**src/hw/bias_pkg.sv**
```systemverilog
/*
 Shared constants for the LCD bias enable and ramp controller: register
 addresses, field positions, reset values, timing and the rail state type.
 Assumes a 40 MHz core clock.
*/
package bias_pkg;
	localparam int CLK_PERIOD_NS = 25;

	localparam logic [7:0] ADDR_MASTER = 8'h09;
	localparam logic [7:0] ADDR_RAMP = 8'h0a;
	localparam logic [7:0] ADDR_FILT = 8'h0b;
	localparam logic [7:0] ADDR_POS_V = 8'h0d;
	localparam logic [7:0] ADDR_NEG_V = 8'h0e;
	localparam logic [7:0] ADDR_FLAG = 8'h0f;

	localparam logic [7:0] RST_MASTER = 8'h18;
	localparam logic [7:0] RST_RAMP = 8'h11;
	localparam logic [7:0] RST_FILT = 8'h00;
	localparam logic [5:0] RST_POS_V = 6'h1e;
	localparam logic [5:0] RST_NEG_V = 6'h1c;

	localparam logic [7:0] MASK_MASTER = 8'h9f;
	localparam logic [7:0] MASK_FILT = 8'h0f;

	localparam int BIT_MASTER_ON = 7;
	localparam int BIT_POS_PD = 4;
	localparam int BIT_NEG_PD = 3;
	localparam int BIT_POS_EN = 2;
	localparam int BIT_NEG_EN = 1;
	localparam int BIT_PIN_SEL = 0;
	localparam int FLAG_POS_BIT = 5;
	localparam int FLAG_NEG_BIT = 4;
	localparam int SHORT_MODE_LSB = 6;
	localparam int POS_RAMP_LSB = 4;
	localparam int NEG_RAMP_LSB = 0;
	localparam int POS_FILT_LSB = 2;
	localparam int NEG_FILT_LSB = 0;

	// Rail index inside the two-rail generate loop
	localparam int RAIL_POS = 0;
	localparam int RAIL_NEG = 1;

	localparam int POS_RAMP_UNIT_NS = 228000;
	localparam int NEG_RAMP_UNIT_NS = 456000;
	localparam int FILT_2MS_NS = 2000000;
	localparam int FILT_1MS_NS = 1000000;
	localparam int FILT_500US_NS = 500000;
	localparam int FILT_100US_NS = 100000;
	localparam int POS_RAMP_UNIT_CYC =
		(POS_RAMP_UNIT_NS + CLK_PERIOD_NS - 1) / CLK_PERIOD_NS;
	localparam int NEG_RAMP_UNIT_CYC =
		(NEG_RAMP_UNIT_NS + CLK_PERIOD_NS - 1) / CLK_PERIOD_NS;
	localparam int FILT_2MS_CYC =
		(FILT_2MS_NS + CLK_PERIOD_NS - 1) / CLK_PERIOD_NS;
	localparam int FILT_1MS_CYC =
		(FILT_1MS_NS + CLK_PERIOD_NS - 1) / CLK_PERIOD_NS;
	localparam int FILT_500US_CYC =
		(FILT_500US_NS + CLK_PERIOD_NS - 1) / CLK_PERIOD_NS;
	localparam int FILT_100US_CYC =
		(FILT_100US_NS + CLK_PERIOD_NS - 1) / CLK_PERIOD_NS;

	// Voltages in 50 mV units: rail = 4 V + code, slew reference 5.75 V
	localparam logic [6:0] BASE_UNITS = 7'h50;
	localparam logic [26:0] SLEW_REF_UNITS = 27'h73;
	localparam logic [5:0] CODE_MAX = 6'h2e;

	typedef enum logic [1:0] {
		RAIL_OFF = 2'b00,
		RAIL_RAMP = 2'b01,
		RAIL_ON = 2'b11
	} rail_state_type;

	// Codes above the ceiling clamp to 6.3 V
	function automatic logic [6:0] target_units(input logic [5:0] code);
		logic [5:0] c;
		c = (code > CODE_MAX) ? CODE_MAX : code;
		return BASE_UNITS + {1'b0, c};
	endfunction
endpackage

```
**src/hw/bias_ctrl.sv**
```systemverilog
/*
 LCD bias enable and ramp controller: bias configuration registers,
 rail voltage codes, short flags and fault response, two rail sequencers.
 Assumes a byte register port decoded from the serial host interface and
 asynchronous enable pins and short comparators from outside.
*/
// Overview of operation
// Master bias bit clear keeps both rails off, whatever the enables.
// Positive discharge bit set pulls down positive rail while shut down.
// Negative discharge bit set pulls down negative rail while shut down.
// Pin select clear: rails enable only from their register bits.
// Pin select set: rails enable only from their enable pins.
// Short mode 0X flags, 10 shuts rails, 11 shuts rails and backlight.
// Positive ramp time 228, 456, 684 or 912 us; default code 01.
// Negative ramp time 456 us times code plus one; default code 0001.
// Positive ramp is fixed slew, time scales with target over 5.75 V.
// Negative ramp is fixed slew, time scales with magnitude over 5.75 V.
// Positive short must persist 2 ms, 1 ms, 500 us or 100 us.
// Negative short must persist for the same selectable filter times.
// Reserved bits read zero and writes to them do nothing.
// New rail voltage codes apply only when master register is rewritten.
// Short flags latch when set and clear when the flag register is read.
module bias_ctrl
	import bias_pkg::*;
#(
	parameter logic [14:0] POS_UNIT_CYC = 15'(POS_RAMP_UNIT_CYC),
	parameter logic [14:0] NEG_UNIT_CYC = 15'(NEG_RAMP_UNIT_CYC),
	parameter logic [16:0] FILT_2MS = 17'(FILT_2MS_CYC),
	parameter logic [16:0] FILT_1MS = 17'(FILT_1MS_CYC),
	parameter logic [16:0] FILT_500US = 17'(FILT_500US_CYC),
	parameter logic [16:0] FILT_100US = 17'(FILT_100US_CYC)
) (
	input wire logic clk_i,
	input wire logic srst_i,
	input wire logic [7:0] reg_addr_i,
	input wire logic [7:0] reg_wdata_i,
	input wire logic reg_wr_i,
	input wire logic reg_rd_i,
	input wire logic pos_rail_enable_pin_i,
	input wire logic neg_rail_enable_pin_i,
	input wire logic pos_short_i,
	input wire logic neg_short_i,
	output logic [7:0] reg_rdata_o,
	output logic reg_rvalid_o,
	output logic pos_rail_on_o,
	output logic neg_rail_on_o,
	output logic pos_rail_ramping_o,
	output logic neg_rail_ramping_o,
	output logic pos_rail_pulldown_o,
	output logic neg_rail_pulldown_o,
	output logic [5:0] pos_vcode_o,
	output logic [5:0] neg_vcode_o,
	output logic backlight_off_o
);
	typedef struct packed {
		logic [7:0] master;
		logic [7:0] ramp;
		logic [7:0] filt;
		logic [5:0] pos_code;
		logic [5:0] neg_code;
		logic [5:0] pos_app;
		logic [5:0] neg_app;
		logic [3:0] s1;
		logic [3:0] s2;
		logic [3:0] s3;
		logic [3:0] lvl;
		logic flag_p;
		logic flag_n;
		logic fault_shut;
		logic bl_off;
		logic [7:0] rdata;
		logic rvalid;
	} ctrl_type;

	ctrl_type st;
	ctrl_type next_st;
	logic [1:0] rail_en;
	logic [1:0] rail_evt;
	logic [1:0] rail_on;
	logic [1:0] rail_ramp;
	logic [1:0] rail_pd;

	function automatic logic [16:0] filt_cycles(input logic [1:0] c);
		unique case (c)
			2'b00: return FILT_2MS;
			2'b01: return FILT_1MS;
			2'b10: return FILT_500US;
			default: return FILT_100US;
		endcase
	endfunction

	// Synchronised bits: 0 pos pin, 1 neg pin, 2 pos short, 3 neg short
	always_comb begin
		for (int i = 0; i < 2; i++) begin
			rail_en[i] = st.master[BIT_MASTER_ON] && !st.fault_shut
				&& (st.master[BIT_PIN_SEL] ? st.lvl[i]
				: st.master[i == RAIL_POS ? BIT_POS_EN : BIT_NEG_EN]);
		end
	end

	always_comb begin
		next_st = st;
		next_st.s1 = {neg_short_i, pos_short_i,
			neg_rail_enable_pin_i, pos_rail_enable_pin_i};
		next_st.s2 = st.s1;
		next_st.s3 = st.s2;
		// A level counts only once the last two stages agree
		next_st.lvl = (st.s2 & st.s3) | (st.lvl & (st.s2 ^ st.s3));
		next_st.rvalid = 1'b0;
		if (reg_wr_i) begin
			case (reg_addr_i)
				ADDR_MASTER: begin
					next_st.master = reg_wdata_i & MASK_MASTER;
					next_st.pos_app = st.pos_code;
					next_st.neg_app = st.neg_code;
					// Rewriting the master register rearms after a fault
					next_st.fault_shut = 1'b0;
					next_st.bl_off = 1'b0;
				end
				ADDR_RAMP: next_st.ramp = reg_wdata_i;
				ADDR_FILT: next_st.filt = reg_wdata_i & MASK_FILT;
				ADDR_POS_V: next_st.pos_code = reg_wdata_i[5:0];
				ADDR_NEG_V: next_st.neg_code = reg_wdata_i[5:0];
				default: ;
			endcase
		end
		if (reg_rd_i) begin
			next_st.rvalid = 1'b1;
			case (reg_addr_i)
				ADDR_MASTER: next_st.rdata = st.master;
				ADDR_RAMP: next_st.rdata = st.ramp;
				ADDR_FILT: next_st.rdata = st.filt;
				ADDR_POS_V: next_st.rdata = {2'h0, st.pos_code};
				ADDR_NEG_V: next_st.rdata = {2'h0, st.neg_code};
				ADDR_FLAG: begin
					next_st.rdata = 8'h00;
					next_st.rdata[FLAG_POS_BIT] = st.flag_p;
					next_st.rdata[FLAG_NEG_BIT] = st.flag_n;
					next_st.flag_p = 1'b0;
					next_st.flag_n = 1'b0;
				end
				default: next_st.rdata = 8'h00;
			endcase
		end
		// Events come last so a set beats a same-cycle clear
		if (rail_evt[RAIL_POS]) begin
			next_st.flag_p = 1'b1;
		end
		if (rail_evt[RAIL_NEG]) begin
			next_st.flag_n = 1'b1;
		end
		if (|rail_evt && st.ramp[SHORT_MODE_LSB + 1]) begin
			next_st.fault_shut = 1'b1;
			if (st.ramp[SHORT_MODE_LSB]) begin
				next_st.bl_off = 1'b1;
			end
		end
	end

	always_ff @(posedge clk_i) begin
		if (srst_i) begin
			st <= '{master: RST_MASTER, ramp: RST_RAMP, filt: RST_FILT,
				pos_code: RST_POS_V, neg_code: RST_NEG_V,
				pos_app: RST_POS_V, neg_app: RST_NEG_V, default: '0};
		end else begin
			st <= next_st;
		end
	end

	for (genvar g = 0; g < 2; g++) begin : g_rail
		localparam bit IS_POS = g == RAIL_POS;
		rail_seq u_rail (
			.clk_i(clk_i),
			.srst_i(srst_i),
			.enable_i(rail_en[g]),
			.discharge_i(st.master[IS_POS ? BIT_POS_PD : BIT_NEG_PD]),
			.short_i(st.lvl[2 + g]),
			.ramp_unit_i(IS_POS ? POS_UNIT_CYC : NEG_UNIT_CYC),
			.ramp_code_i(IS_POS ? {2'h0, st.ramp[POS_RAMP_LSB +: 2]}
				: st.ramp[NEG_RAMP_LSB +: 4]),
			.target_units_i(target_units(IS_POS ? st.pos_app
				: st.neg_app)),
			.filt_cycles_i(filt_cycles(IS_POS ? st.filt[POS_FILT_LSB +: 2]
				: st.filt[NEG_FILT_LSB +: 2])),
			.rail_on_o(rail_on[g]),
			.ramping_o(rail_ramp[g]),
			.pulldown_o(rail_pd[g]),
			.short_evt_o(rail_evt[g])
		);
	end

	assign reg_rdata_o = st.rdata;
	assign reg_rvalid_o = st.rvalid;
	assign pos_rail_on_o = rail_on[RAIL_POS];
	assign neg_rail_on_o = rail_on[RAIL_NEG];
	assign pos_rail_ramping_o = rail_ramp[RAIL_POS];
	assign neg_rail_ramping_o = rail_ramp[RAIL_NEG];
	assign pos_rail_pulldown_o = rail_pd[RAIL_POS];
	assign neg_rail_pulldown_o = rail_pd[RAIL_NEG];
	assign pos_vcode_o = st.pos_app;
	assign neg_vcode_o = st.neg_app;
	assign backlight_off_o = st.bl_off;
endmodule // bias_ctrl

```
**src/hw/rail_seq.sv**
```systemverilog
/*
 One bias rail: enable sequencing with a fixed-slew ramp, shutdown
 pulldown and short-circuit persistence filter.
 Assumes short_i is already synchronised and enable_i is same-clock logic.
*/
module rail_seq
	import bias_pkg::*;
(
	input wire logic clk_i,
	input wire logic srst_i,
	input wire logic enable_i,
	input wire logic discharge_i,
	input wire logic short_i,
	input wire logic [14:0] ramp_unit_i,
	input wire logic [3:0] ramp_code_i,
	input wire logic [6:0] target_units_i,
	input wire logic [16:0] filt_cycles_i,
	output logic rail_on_o,
	output logic ramping_o,
	output logic pulldown_o,
	output logic short_evt_o
);
	typedef struct packed {
		rail_state_type mode;
		logic [26:0] acc;
		logic [16:0] fcnt;
		logic on;
		logic ramping;
		logic pd;
		logic evt;
	} rail_type;

	rail_type st;
	rail_type next_st;
	logic [26:0] limit;

	// Fixed slew: the table time at 5.75 V, scaled by the real target
	assign limit = 27'(ramp_unit_i) * 27'(ramp_code_i + 5'h1)
		* 27'(target_units_i);

	always_comb begin
		next_st = st;
		next_st.evt = 1'b0;
		unique case (st.mode)
			RAIL_OFF: begin
				next_st.acc = 27'h0;
				if (enable_i) begin
					next_st.mode = RAIL_RAMP;
				end
			end
			RAIL_RAMP: begin
				if (!enable_i) begin
					next_st.mode = RAIL_OFF;
				end else if (st.acc + SLEW_REF_UNITS >= limit) begin
					next_st.mode = RAIL_ON;
				end else begin
					next_st.acc = st.acc + SLEW_REF_UNITS;
				end
			end
			RAIL_ON: begin
				if (!enable_i) begin
					next_st.mode = RAIL_OFF;
				end
			end
		endcase
		// A short that lapses even once restarts the filter
		if (short_i && st.mode != RAIL_OFF) begin
			if (st.fcnt + 17'h1 >= filt_cycles_i) begin
				next_st.evt = 1'b1;
				next_st.fcnt = 17'h0;
			end else begin
				next_st.fcnt = st.fcnt + 17'h1;
			end
		end else begin
			next_st.fcnt = 17'h0;
		end
		next_st.on = next_st.mode != RAIL_OFF;
		next_st.ramping = next_st.mode == RAIL_RAMP;
		next_st.pd = next_st.mode == RAIL_OFF && discharge_i;
	end

	always_ff @(posedge clk_i) begin
		if (srst_i) begin
			st <= '{mode: RAIL_OFF, default: '0};
		end else begin
			st <= next_st;
		end
	end

	assign rail_on_o = st.on;
	assign ramping_o = st.ramping;
	assign pulldown_o = st.pd;
	assign short_evt_o = st.evt;
endmodule // rail_seq

```
**config.mk**
```make
export PLATFORM = sky130hd
export DESIGN_NAME = bias_ctrl
export DESIGN_NICKNAME = d
export VERILOG_FILES = /design/src/hw/bias_pkg.sv /design/src/hw/bias_ctrl.sv /design/src/hw/rail_seq.sv
export SDC_FILE = /design/constraint.sdc
export NUM_CORES = 1
export LEC_CHECK = 0
export BUFFER_PORTS_ARGS = -buffer_cell sky130_fd_sc_hd__clkbuf_2
export CAP_MARGIN = 20
export CORE_ASPECT_RATIO = 1.4
export CORE_MARGIN = 2
export CORE_UTILIZATION = 30
export CTS_CLUSTER_SIZE = 20
export DETAILED_ROUTE_END_ITERATION = 8
export GPL_TIMING_DRIVEN = 0
export PLACE_DENSITY_LB_ADDON = 0.08
export SYNTH_ARGS = -nofsm -noshare
export SYNTH_HDL_FRONTEND = slang
export SYNTH_SLANG_ARGS = --single-unit
```
**constraint.sdc**
```tcl
create_clock -name clk_i -period 16.6 [get_ports clk_i]
set_clock_uncertainty 0.15 [all_clocks]
set_input_delay 0.83 -clock clk_i [delete_from_list [all_inputs] [get_ports clk_i]]
set_output_delay 0.83 -clock clk_i [all_outputs]
set_load 0.01 [all_outputs]
```
==> impl_metrics.json, run 1 <==
{
  "synth_area_leaders": "dfxtp_1 22%, ha_1 15%, fa_1 14%",
  "die_h_microns": 275.4,
  "max_clock_freq_ghz": 0.09121,
  "clock_path_buffers": 2,
  "p_per_area_nw_per_um2": 52.95,
  "start_util_pct": 30.34,
  "ys.flop_type": "dfxtp_1",
  "clk_latency_ns": 0.46,
  "final_common_cell": "ha_1",
  "htreeDepth": 4,
  "drive_gt1_share_pct": 7.919,
  "coreArea_sq_um": 52020,
  "grt_usage_pct": 17.61,
  "avgViaCountPerCell": 4.913,
  "cts_resized": 0,
  "routed_wl_microns": 45660,
  "ir_worst_vdd_v": 0.00007092,
  "drtIter0Drc": 471,
  "cts-root-buf": "clkbuf_16",
  "clk_pin_slew_ns": 0.08,
  "cts-buffers-inserted": 17,
  "cts_setup_buffers": 0,
  "period_share_pct": 66.05,
  "critPathLaunchType": "register",
  "drtPass1Iterations": 4,
  "setup_viol": 0,
  "synth_cells": 1851,
  "fp.dieW_microns": 197.9,
  "required_ns": 16.85,
  "worstPathArrival_ns": 11.21,
  "antenna_found_initial": 1,
  "synth_top_area_share_pct": 21.69,
  "vias": 12720,
  "min_path_type": "register to register",
  "port_buffers": 50,
  "fin_cells": 2589,
  "grt_max_degree": 17,
  "dieArea_sq_um": 54490,
  "grt_pass1_wl_microns": 73890,
  "critPathCaptureType": "register",
  "num-nets-final": 2249,
  "drc": 0,
  "synth_edf_count": 0,
  "grt_pass1_vias": 13540,
  "ys_seq_area_share_pct": 21.69,
  "cts_tree": "built",
  "hold_slack_ns": 0.2873,
  "postCtsHoldBufs": 0,
  "gr-total-overflow": 0,
  "path_class": "register to register",
  "dp_cells": 2557,
  "ys.warnings.count": 0,
  "async_flop_share_pct": 0,
  "clkSinkCount": 171,
  "wire_per_inst_microns": 17.64,
  "ys_types": 79,
  "slowest_delay_ns": 0.63,
  "synth_area_per_cell_sq_um": 8.528,
  "relSlewSlack_pct": 25.79,
  "yosys_register_bits": 171,
  "fin_crit_ns": 10.96,
  "cap_viol_max_count": 0,
  "rows": 99,
  "synth_area_sq_um": 15790,
  "syn_to_final_growth_pct": 10.63,
  "most-common-layout-cells": "195 x ha_1, 178 x nor2_1, 171 x dfxtp_1, 168 x nand2_1, 163 x inv_1",
  "boundaryPins": 52,
  "antenna_left": 0,
  "place.gp.congestion": 0.8650,
  "finalHoldViolations": 0,
  "yosysTopAreaCell": "dfxtp_1",
  "hpwlAfterDp_microns": 37190,
  "tns_ns": 0,
  "slew_violations": 0,
  "tightestPinTransition_ns": 1.113,
  "status": "complete, no violations",
  "fillerInstances": 5588,
  "cpMaxStageDelayCell": "xor2_1",
  "p_leak_nw": 7.985,
  "synth_nets": 2179,
  "rsz0062_at_grt": "no",
  "cp_max_fo": 10
}
## sequential cells by signal, summed over array words and instances, names as in the netlist
signal                     cells
g_rail.u_rail.ramping_o        2
reg_rdata_o                    8
pos_vcode_o                    6
neg_vcode_o                    6
g_rail.u_rail.pulldown_o       2
g_rail.u_rail.short_evt_o      2
st                            41
g_rail.u_rail.st              92
reg_rvalid_o                   1
next_st                        8
backlight_off_o                1
g_rail.u_rail.rail_on_o        2
## worst max-delay path: cells and delay by family, from the launching register on
kind            cells  cell delay (ns)
compound gates     13             2.19
xor+xnor            3             1.20
fa+ha+maj          11             4.39
buf+inv             4             0.77
flops               1             0.58
mux                 1             0.14
simple gates        6             1.48
## cell usage after synthesis, types with 4 or more instances
cell type and n:
a31oi_1 5, nand4_1 18, buf_4 20, buf_1 4
ha_1 195, xnor2_1 66, a221oi_1 6, dfxtp_1 171
clkbuf_1 42, nand3_1 56, o211a_1 4, o21ai_1 30
a32oi_1 4, and4_1 10, o31ai_1 19, a21oi_1 97
nor2_1 178, a21o_1 24, xor2_1 57, o21ai_0 42
buf_2 10, or2_2 20, nor3b_1 4, nand3b_1 13
and2_1 18, nand2_1 168, nor2b_1 74, a22o_1 5
nor4_1 10, fa_1 109, and3_1 31, o21a_1 15
mux2i_1 18, a211o_1 8, o31a_1 4, or3_1 9
o211ai_1 4, nand2b_1 35, a22oi_1 11, nor3_1 13
inv_1 163
## worst paths after layout
path / start / to / slack (ns) / cells after the start
worst max-delay path: st[61]$_SDFFE_PP1P_ / g_rail[1].u_rail.st[31]$_SDFFE_PP0P_ / 5.64 / 38
worst min-delay path: next_st[23]$_SDFF_PP0_ / next_st[19]$_SDFF_PP0_ / 0.29 / 1
worst max register to register: st[61]$_SDFFE_PP1P_ / g_rail[1].u_rail.st[31]$_SDFFE_PP0P_ / 5.64 / 38
worst min register to register: next_st[23]$_SDFF_PP0_ / next_st[19]$_SDFF_PP0_ / 0.29 / 1
## routing by layer
| layer | vias to the layer above | track usage (%) | routed length (microns) |
|---|---|---|---|
| li1 | 6382 | - | - |
| met1 | 6118 | 19.78 | 19140 |
| met2 | 163 | 33.77 | 24210 |
| met3 | 57 | 1.967 | 842 |
| met4 | 0 | 6.747 | 1469 |
| met5 | - | 0 | 0 |
## logic make-up after synthesis
| group | after synthesis | synth area share [%] |
|---|---|---|
| AND/OR/NAND/NOR | 670 | 21.08 |
| buffers and inverters | 244 | 6.452 |
| adder cells (fa/ha/maj) | 304 | 29.28 |
| multiplexers | 22 | 1.427 |
| XOR/XNOR | 123 | 6.825 |
| AO/OA/AOI/OAI | 317 | 13.25 |
| flip-flops | 171 | 21.69 |
## area by class of cell
type	count	area [sq um]	area share, %
Clock buffer	18	439.2	2.515
Sequential cell	171	3423	19.60
Inverter	166	623.1	3.568
Antenna cell	1	2.502	0.01433
Timing Repair Buffer	51	255.2	1.462
Tap cell	656	820.8	4.700
Clock inverter	12	160.2	0.9171
Multi-Input combinational cell	1436	11340	64.96
Buffer	78	395.4	2.264
## where the power goes
group | switching, mW | internal [mW]
Clock | 0.199 | 0.230
Sequential | 0.000842 | 0.412
Combinational | 0.0502 | 0.0327
Total | 0.250 | 0.674
## through the flow
| step | area [sq um] | power, mW | util [%] | worst slack (ns) |
|---|---|---|---|---|
| 2_1_floorplan | 15790 | 0.4807 | - | 7.333 |
| 3_3_place_gp | 16860 | 0.5058 | 32.40 | 5.602 |
| 3_5_place_dp | 16860 | 0.5057 | 32.40 | 5.643 |
| 4_1_cts | 17460 | 0.9470 | 33.55 | 5.578 |
| 5_1_grt | 17460 | 0.9727 | 33.56 | 4.902 |
| 6_report | 17460 | 0.9247 | 33.57 | 5.636 |
Power figures use the tool's default switching activity.
==> run 2: changes to the inputs <==
clock period = 9.8 ns   (was 16.6 ns; I/O delays follow)
==> run 2 against run 1 <==
  * Maximum frequency rose by 17%
  * Cell area rose by 2.3%
  * Largest power group unchanged
  * Count of clock-buffer cells in the layout did not move
  * Flip-flop and latch count did not move
==> impl_metrics.json, run 2 (same netlist as run 1, synthesis figures left out) <==
{
  "cpMaxStageDelayCell": "fa_1",
  "grt_usage_pct": 17.71,
  "num-nets-final": 2270,
  "path_class": "register to register",
  "layout.area.seq_sq_um": 3433,
  "top_regs": "g_rail.u_rail.st: 92 flops, st: 41 flops",
  "drive_gt1_share_pct": 11.26,
  "finalHoldViolations": 0,
  "routed_wl_microns": 46340,
  "dp_cells": 2557,
  "dieArea_sq_um": 54490,
  "drtIter0Drc": 439,
  "most-common-layout-cells": "189 x ha_1, 177 x nor2_1, 167 x nand2_1, 167 x dfxtp_1, 163 x inv_1",
  "min_path_type": "input pin to register",
  "tightestPinTransition_ns": 1.123,
  "power.clock.fraction_pct": 46.3,
  "fin_crit_ns": 9.362,
  "final_area_sq_um": 17870,
  "clock_path_buffers": 2,
  "slew_violations": 0,
  "r2r-start": "st[62]$_SDFFE_PP0P_",
  "period_share_pct": 95.53,
  "coreArea_sq_um": 52020,
  "hpwlAfterDp_microns": 37190,
  "switching_share_pct": 27.10,
  "fillerInstances": 5582,
  "largest_reg_flops": 92,
  "setup_viol": 0,
  "power.switching_mw": 0.4262,
  "ir_worst_vdd_v": 0.0001216,
  "boundaryPins": 52,
  "dpl_cell_area_sq_um": 16860,
  "drtPass1Iterations": 4,
  "cts_tree": "built",
  "antenna_left": 0,
  "cap_viol_max_count": 0,
  "largest_register": "g_rail.u_rail.st",
  "clk_latency_ns": 0.46,
  "setup_slack_ns": 0.4385,
  "max_clock_freq_ghz": 0.1068,
  "antenna_found_initial": 1,
  "syn_to_final_growth_pct": 13.18,
  "multi_input_area_sq_um": 11560,
  "p_leak_nw": 8.138,
  "gr-total-overflow": 0,
  "grt_max_degree": 17,
  "start_util_pct": 30.34,
  "wire_per_inst_microns": 17.75,
  "relSlewSlack_pct": 25.15,
  "slowest_delay_ns": 0.53,
  "die_h_microns": 275.4,
  "comb_power_share_pct": 9.3,
  "grt_pass1_wl_microns": 74320,
  "fin_cells": 2610,
  "place_ws_ns": -1.157,
  "cp_max_fo": 10,
  "clk_pin_slew_ns": 0.08,
  "use_met2_pct": 33.97,
  "critPathCaptureType": "register",
  "port_buffers": 50,
  "final_common_cell": "ha_1",
  "fp.dieW_microns": 197.9,
  "critPathLaunchType": "register",
  "grt_pass1_vias": 13650,
  "pwr-share-seq_pct": 44.4,
  "met3_usage_pct": 2.065,
  "startpoint": "st[62]$_SDFFE_PP0P_",
  "grt-busiest-layer": "met2",
  "cts-buffers-inserted": 17,
  "avgViaCountPerCell": 4.923,
  "clkSinkCount": 171,
  "htreeDepth": 4,
  "met1_usage_pct": 19.78,
  "rows": 99,
  "crit_top_cell": "fa_1",
  "p_int_mw": 1.146,
  "worstPathArrival_ns": 9.57,
  "required_ns": 10.01,
  "min-delay-start": "pos_rail_enable_pin_i",
  "place.gp.congestion": 0.8650,
  "drc": 0,
  "cts-root-buf": "clkbuf_16",
  "vias": 12850,
  "status": "complete, no violations",
  "p_per_area_nw_per_um2": 88.01
}
## run 2: cell count changes in the layout (fill, tap and decap cells not counted), sizes merged
| cell | before | now |
|---|---|---|
| buf | 36 | 59 |
| or4 | 2 | 3 |
| clkbuf | 111 | 108 |
## run 2: critical path, delay by kind of cell (launching register included)
kind	cells	cell delay [ns]
compound gates	15	3.10
xor+xnor	3	0.54
fa+ha+maj	11	4.09
buf+inv	4	0.39
flops	1	0.39
simple gates	4	0.59
## run 2: what timing repair did
item                                   4_1_cts  5_1_grt
cloned                                       0        1
hold buffers                                 0        0
endpoints found under the hold margin        0        0
setup buffers                               11       13
gates resized for setup                     25       34
pin swaps                                    6       23
setup endpoints to repair                   46       57
## run 2: layer usage
metal,vias up,share of wire [%]
met4,0,3.2
met2,160,53
met5,-,0
met1,6214,41
met3,56,2.0
li1,6420,-
## run 2: worst paths after layout
kind	slack, ns	cells past startpoint	end
setup / recovery	0.44	37	g_rail[1].u_rail.st[41]$_SDFFE_PP0P_
hold / removal	0.09	2	next_st[21]$_SDFF_PP0_
setup reg to reg	0.44	37	g_rail[1].u_rail.st[41]$_SDFFE_PP0P_
hold reg to reg	0.29	1	next_st[19]$_SDFF_PP0_
## run 2: cell type report
| type | instances | area share [%] |
|---|---|---|
| diodes | 1 | 0.01401 |
| plain buffers | 74 | 2.206 |
| clock buffers | 18 | 2.458 |
| clock inverters | 12 | 0.8964 |
| inverters | 166 | 3.488 |
| multi-input cells | 1437 | 64.69 |
| flip-flops and latches | 171 | 19.22 |
| well taps | 656 | 4.594 |
| repair buffers | 75 | 2.437 |
## run 2: power by group through the flow
stage	Sequential (mW)	Clock, mW	Combinational [mW]
5_1_grt	0.698	0.785	0.170
3_5_place_dp	0.715	0	0.142
6_report	0.698	0.728	0.147
3_3_place_gp	0.715	0	0.142
4_1_cts	0.698	0.762	0.146
2_1_floorplan	0.715	0	0.0997
## run 2: stage by stage
stage / total power [mW] / TNS [ns] / utilization (%) / hold slack (ns)
2_1_floorplan: 0.8143 / 0 / - / 0.2638
4_1_cts: 1.606 / 0 / 33.89 / 0.05071
3_5_place_dp: 0.8567 / -30.25 / 32.40 / 0.2731
5_1_grt: 1.653 / -0.1102 / 34.34 / 0.07903
6_report: 1.572 / 0 / 34.34 / 0.08921
3_3_place_gp: 0.8567 / -31.22 / 32.40 / 0.2728
==> run 3: changes to the inputs <==
CORE_ASPECT_RATIO = 0.8   (was 1.4)
CORE_UTILIZATION = 58   (was 30)
==> run 3 against run 2 <==
  * Hold slack improved by 0.024 ns
  * Cell area fell by 2.9%
  * First-iteration DRC count rose by 100%
  * Die area fell by 48%
  * Cell count fell by 12%
  * Critical endpoint is now g_rail[1].u_rail.st[30]$_SDFFE_PP0P_
  * Largest power group unchanged
==> impl_metrics.json, run 3 (same netlist as run 1, synthesis figures left out) <==
{
  "critPathCaptureType": "register",
  "finalPower_mw": 1.558,
  "status": "complete, no violations",
  "rows": 53,
  "cts-buffers-inserted": 17,
  "coreArea_sq_um": 26530,
  "dp_cells": 2258,
  "min-delay-start": "neg_rail_enable_pin_i",
  "fin_cells": 2301,
  "vias": 13140,
  "top_regs": "g_rail.u_rail.st: 92 flops, st: 41 flops",
  "worstPathArrival_ns": 9.60,
  "tns_ns": 0,
  "p_per_area_nw_per_um2": 89.77,
  "cts_tree": "built",
  "drtIter0Drc": 892,
  "layout.area.seq_sq_um": 3431,
  "relSlewSlack_pct": 33.30,
  "tightestPinTransition_ns": 1.000,
  "port_buffers": 50,
  "gr-total-overflow": 0,
  "most-common-layout-cells": "193 x ha_1, 177 x nor2_1, 168 x nand2_1, 167 x dfxtp_1, 163 x inv_1",
  "wire_per_inst_microns": 17.05,
  "max_clock_freq_ghz": 0.1063,
  "final_common_cell": "ha_1",
  "syn_to_final_growth_pct": 9.948,
  "post-route-util_pct": 65.43,
  "setup_viol": 0,
  "slew_violations": 0,
  "crit_cells": 39,
  "fillerInstances": 2336,
  "r2r_end": "g_rail[1].u_rail.st[30]$_SDFFE_PP0P_",
  "path_class": "register to register",
  "critPathTopFamily": "adder cells",
  "hpwlAfterDp_microns": 30810,
  "r2r_slack_ns": 0.39,
  "largest_register": "g_rail.u_rail.st",
  "boundaryPins": 52,
  "htreeDepth": 4,
  "dieArea_sq_um": 28560,
  "grt_pass1_vias": 12610,
  "required_ns": 9.99,
  "grt_max_degree": 19,
  "hold_path_depth": 2,
  "cpMaxStageDelayCell": "fa_1",
  "clock_path_buffers": 2,
  "cp_max_fo": 8,
  "routed_wl_microns": 39240,
  "drtPass1Iterations": 5,
  "p_leak_nw": 8.090,
  "period_share_pct": 95.99,
  "die_h_microns": 151.6,
  "drive_gt1_share_pct": 10.08,
  "clk_latency_ns": 0.45,
  "largest_reg_flops": 92,
  "final_area_sq_um": 17360,
  "grt_usage_pct": 28.05,
  "start_util_pct": 59.51,
  "fin_crit_ns": 9.407,
  "clk_pin_slew_ns": 0.08,
  "finalHoldViolations": 0,
  "cts-root-buf": "clkbuf_16",
  "setup_slack_ns": 0.3926,
  "grt_pass1_wl_microns": 63780,
  "num-nets-final": 2259,
  "multi_input_area_sq_um": 11490,
  "drc": 0,
  "antenna_left": 0,
  "place_ws_ns": -0.7461,
  "diodes": 0,
  "avgViaCountPerCell": 5.709,
  "r2r-start": "st[61]$_SDFFE_PP1P_",
  "critPathLaunchType": "register",
  "min_to": "next_st[22]$_SDFF_PP0_",
  "path_buf_inv": 6,
  "cap_viol_max_count": 0,
  "hold_slack_ns": 0.1130,
  "rr_worst_depth": 39,
  "antenna_found_initial": 0,
  "min_path_type": "input pin to register",
  "dpl_cell_area_sq_um": 16480,
  "clkSinkCount": 171,
  "fp.dieW_microns": 188.4,
  "ir_worst_vdd_v": 0.0001290,
  "place.gp.congestion": 0.9217,
  "slowest_delay_ns": 0.56
}
-- run 3: cell types whose count changed in the layout (fill, tap and decap cells not counted), moves of 3 or more --
cell,before,now
a21oi_2,6,3
o21ai_2,5,1
ha_1,189,193
a21oi_1,91,94
buf_4,44,33
-- run 3: worst max path at each step --
| stage | startpoint | to | slack, ns |
|---|---|---|---|
| final | st[61]$_SDFFE_PP1P_ | g_rail[1].u_rail.st[30]$_SDFFE_PP0P_ | 0.39 |
| after global routing | st[61]$_SDFFE_PP1P_ | g_rail[1].u_rail.st[31]$_SDFFE_PP0P_ | -0.08 |
| after CTS | st[61]$_SDFFE_PP1P_ | g_rail[1].u_rail.st[25]$_SDFFE_PP0P_ | 0.05 |
| after detailed placement | st[61]$_SDFFE_PP1P_ | g_rail[1].u_rail.st[31]$_SDFFE_PP0P_ | -0.75 |
| after global placement | st[61]$_SDFFE_PP1P_ | g_rail[1].u_rail.st[31]$_SDFFE_PP0P_ | -0.61 |
| after floorplan | st[61]$_SDFFE_PP1P_ | g_rail[1].u_rail.st[25]$_SDFFE_PP0P_ | 0.53 |
-- run 3: metal layers --
| layer | share of wire (%) | track usage, % | up-vias |
|---|---|---|---|
| met2 | 43 | 42.68 | 434 |
| met1 | 48 | 41.01 | 6276 |
| met3 | 7.3 | 5.919 | 31 |
| met5 | 0 | 0 | - |
| li1 | - | - | 6395 |
| met4 | 1.2 | 5.977 | 0 |
-- run 3: layout make-up --
type                            count  share of cell area [%]
Tap cell                          357                   2.574
Clock buffer                       18                   2.530
Sequential cell                   171                   19.77
Timing Repair Buffer               63                   2.004
Inverter                          166                   3.590
Clock inverter                     14                   1.002
Buffer                             76                   2.314
Multi-Input combinational cell   1436                   66.22
-- run 3: timing repair --
item | 4_1_cts | 5_1_grt
pin swaps | 4 | 10
endpoints found under the setup margin | 29 | 58
resized for setup | 14 | 30
hold buffers | 0 | 0
buffers inserted | 9 | 4
-- run 3: worst register-to-register path, delay by kind of cell (launching register included) --
kind,cells,cell delay (ns)
xor+xnor,2,0.35
simple gates,5,0.64
fa+ha+maj,11,4.26
buf+inv,6,0.69
flops,1,0.40
compound gates,15,2.81
-- run 3: power breakdown --
part	switching, mW	internal, mW	total [mW]	leakage [nW]
Clock	0.343	0.374	0.717	0.299
Sequential	0.00133	0.697	0.698	1.38
Combinational	0.0845	0.0583	0.143	6.41
Total	0.429	1.13	1.56	8.09
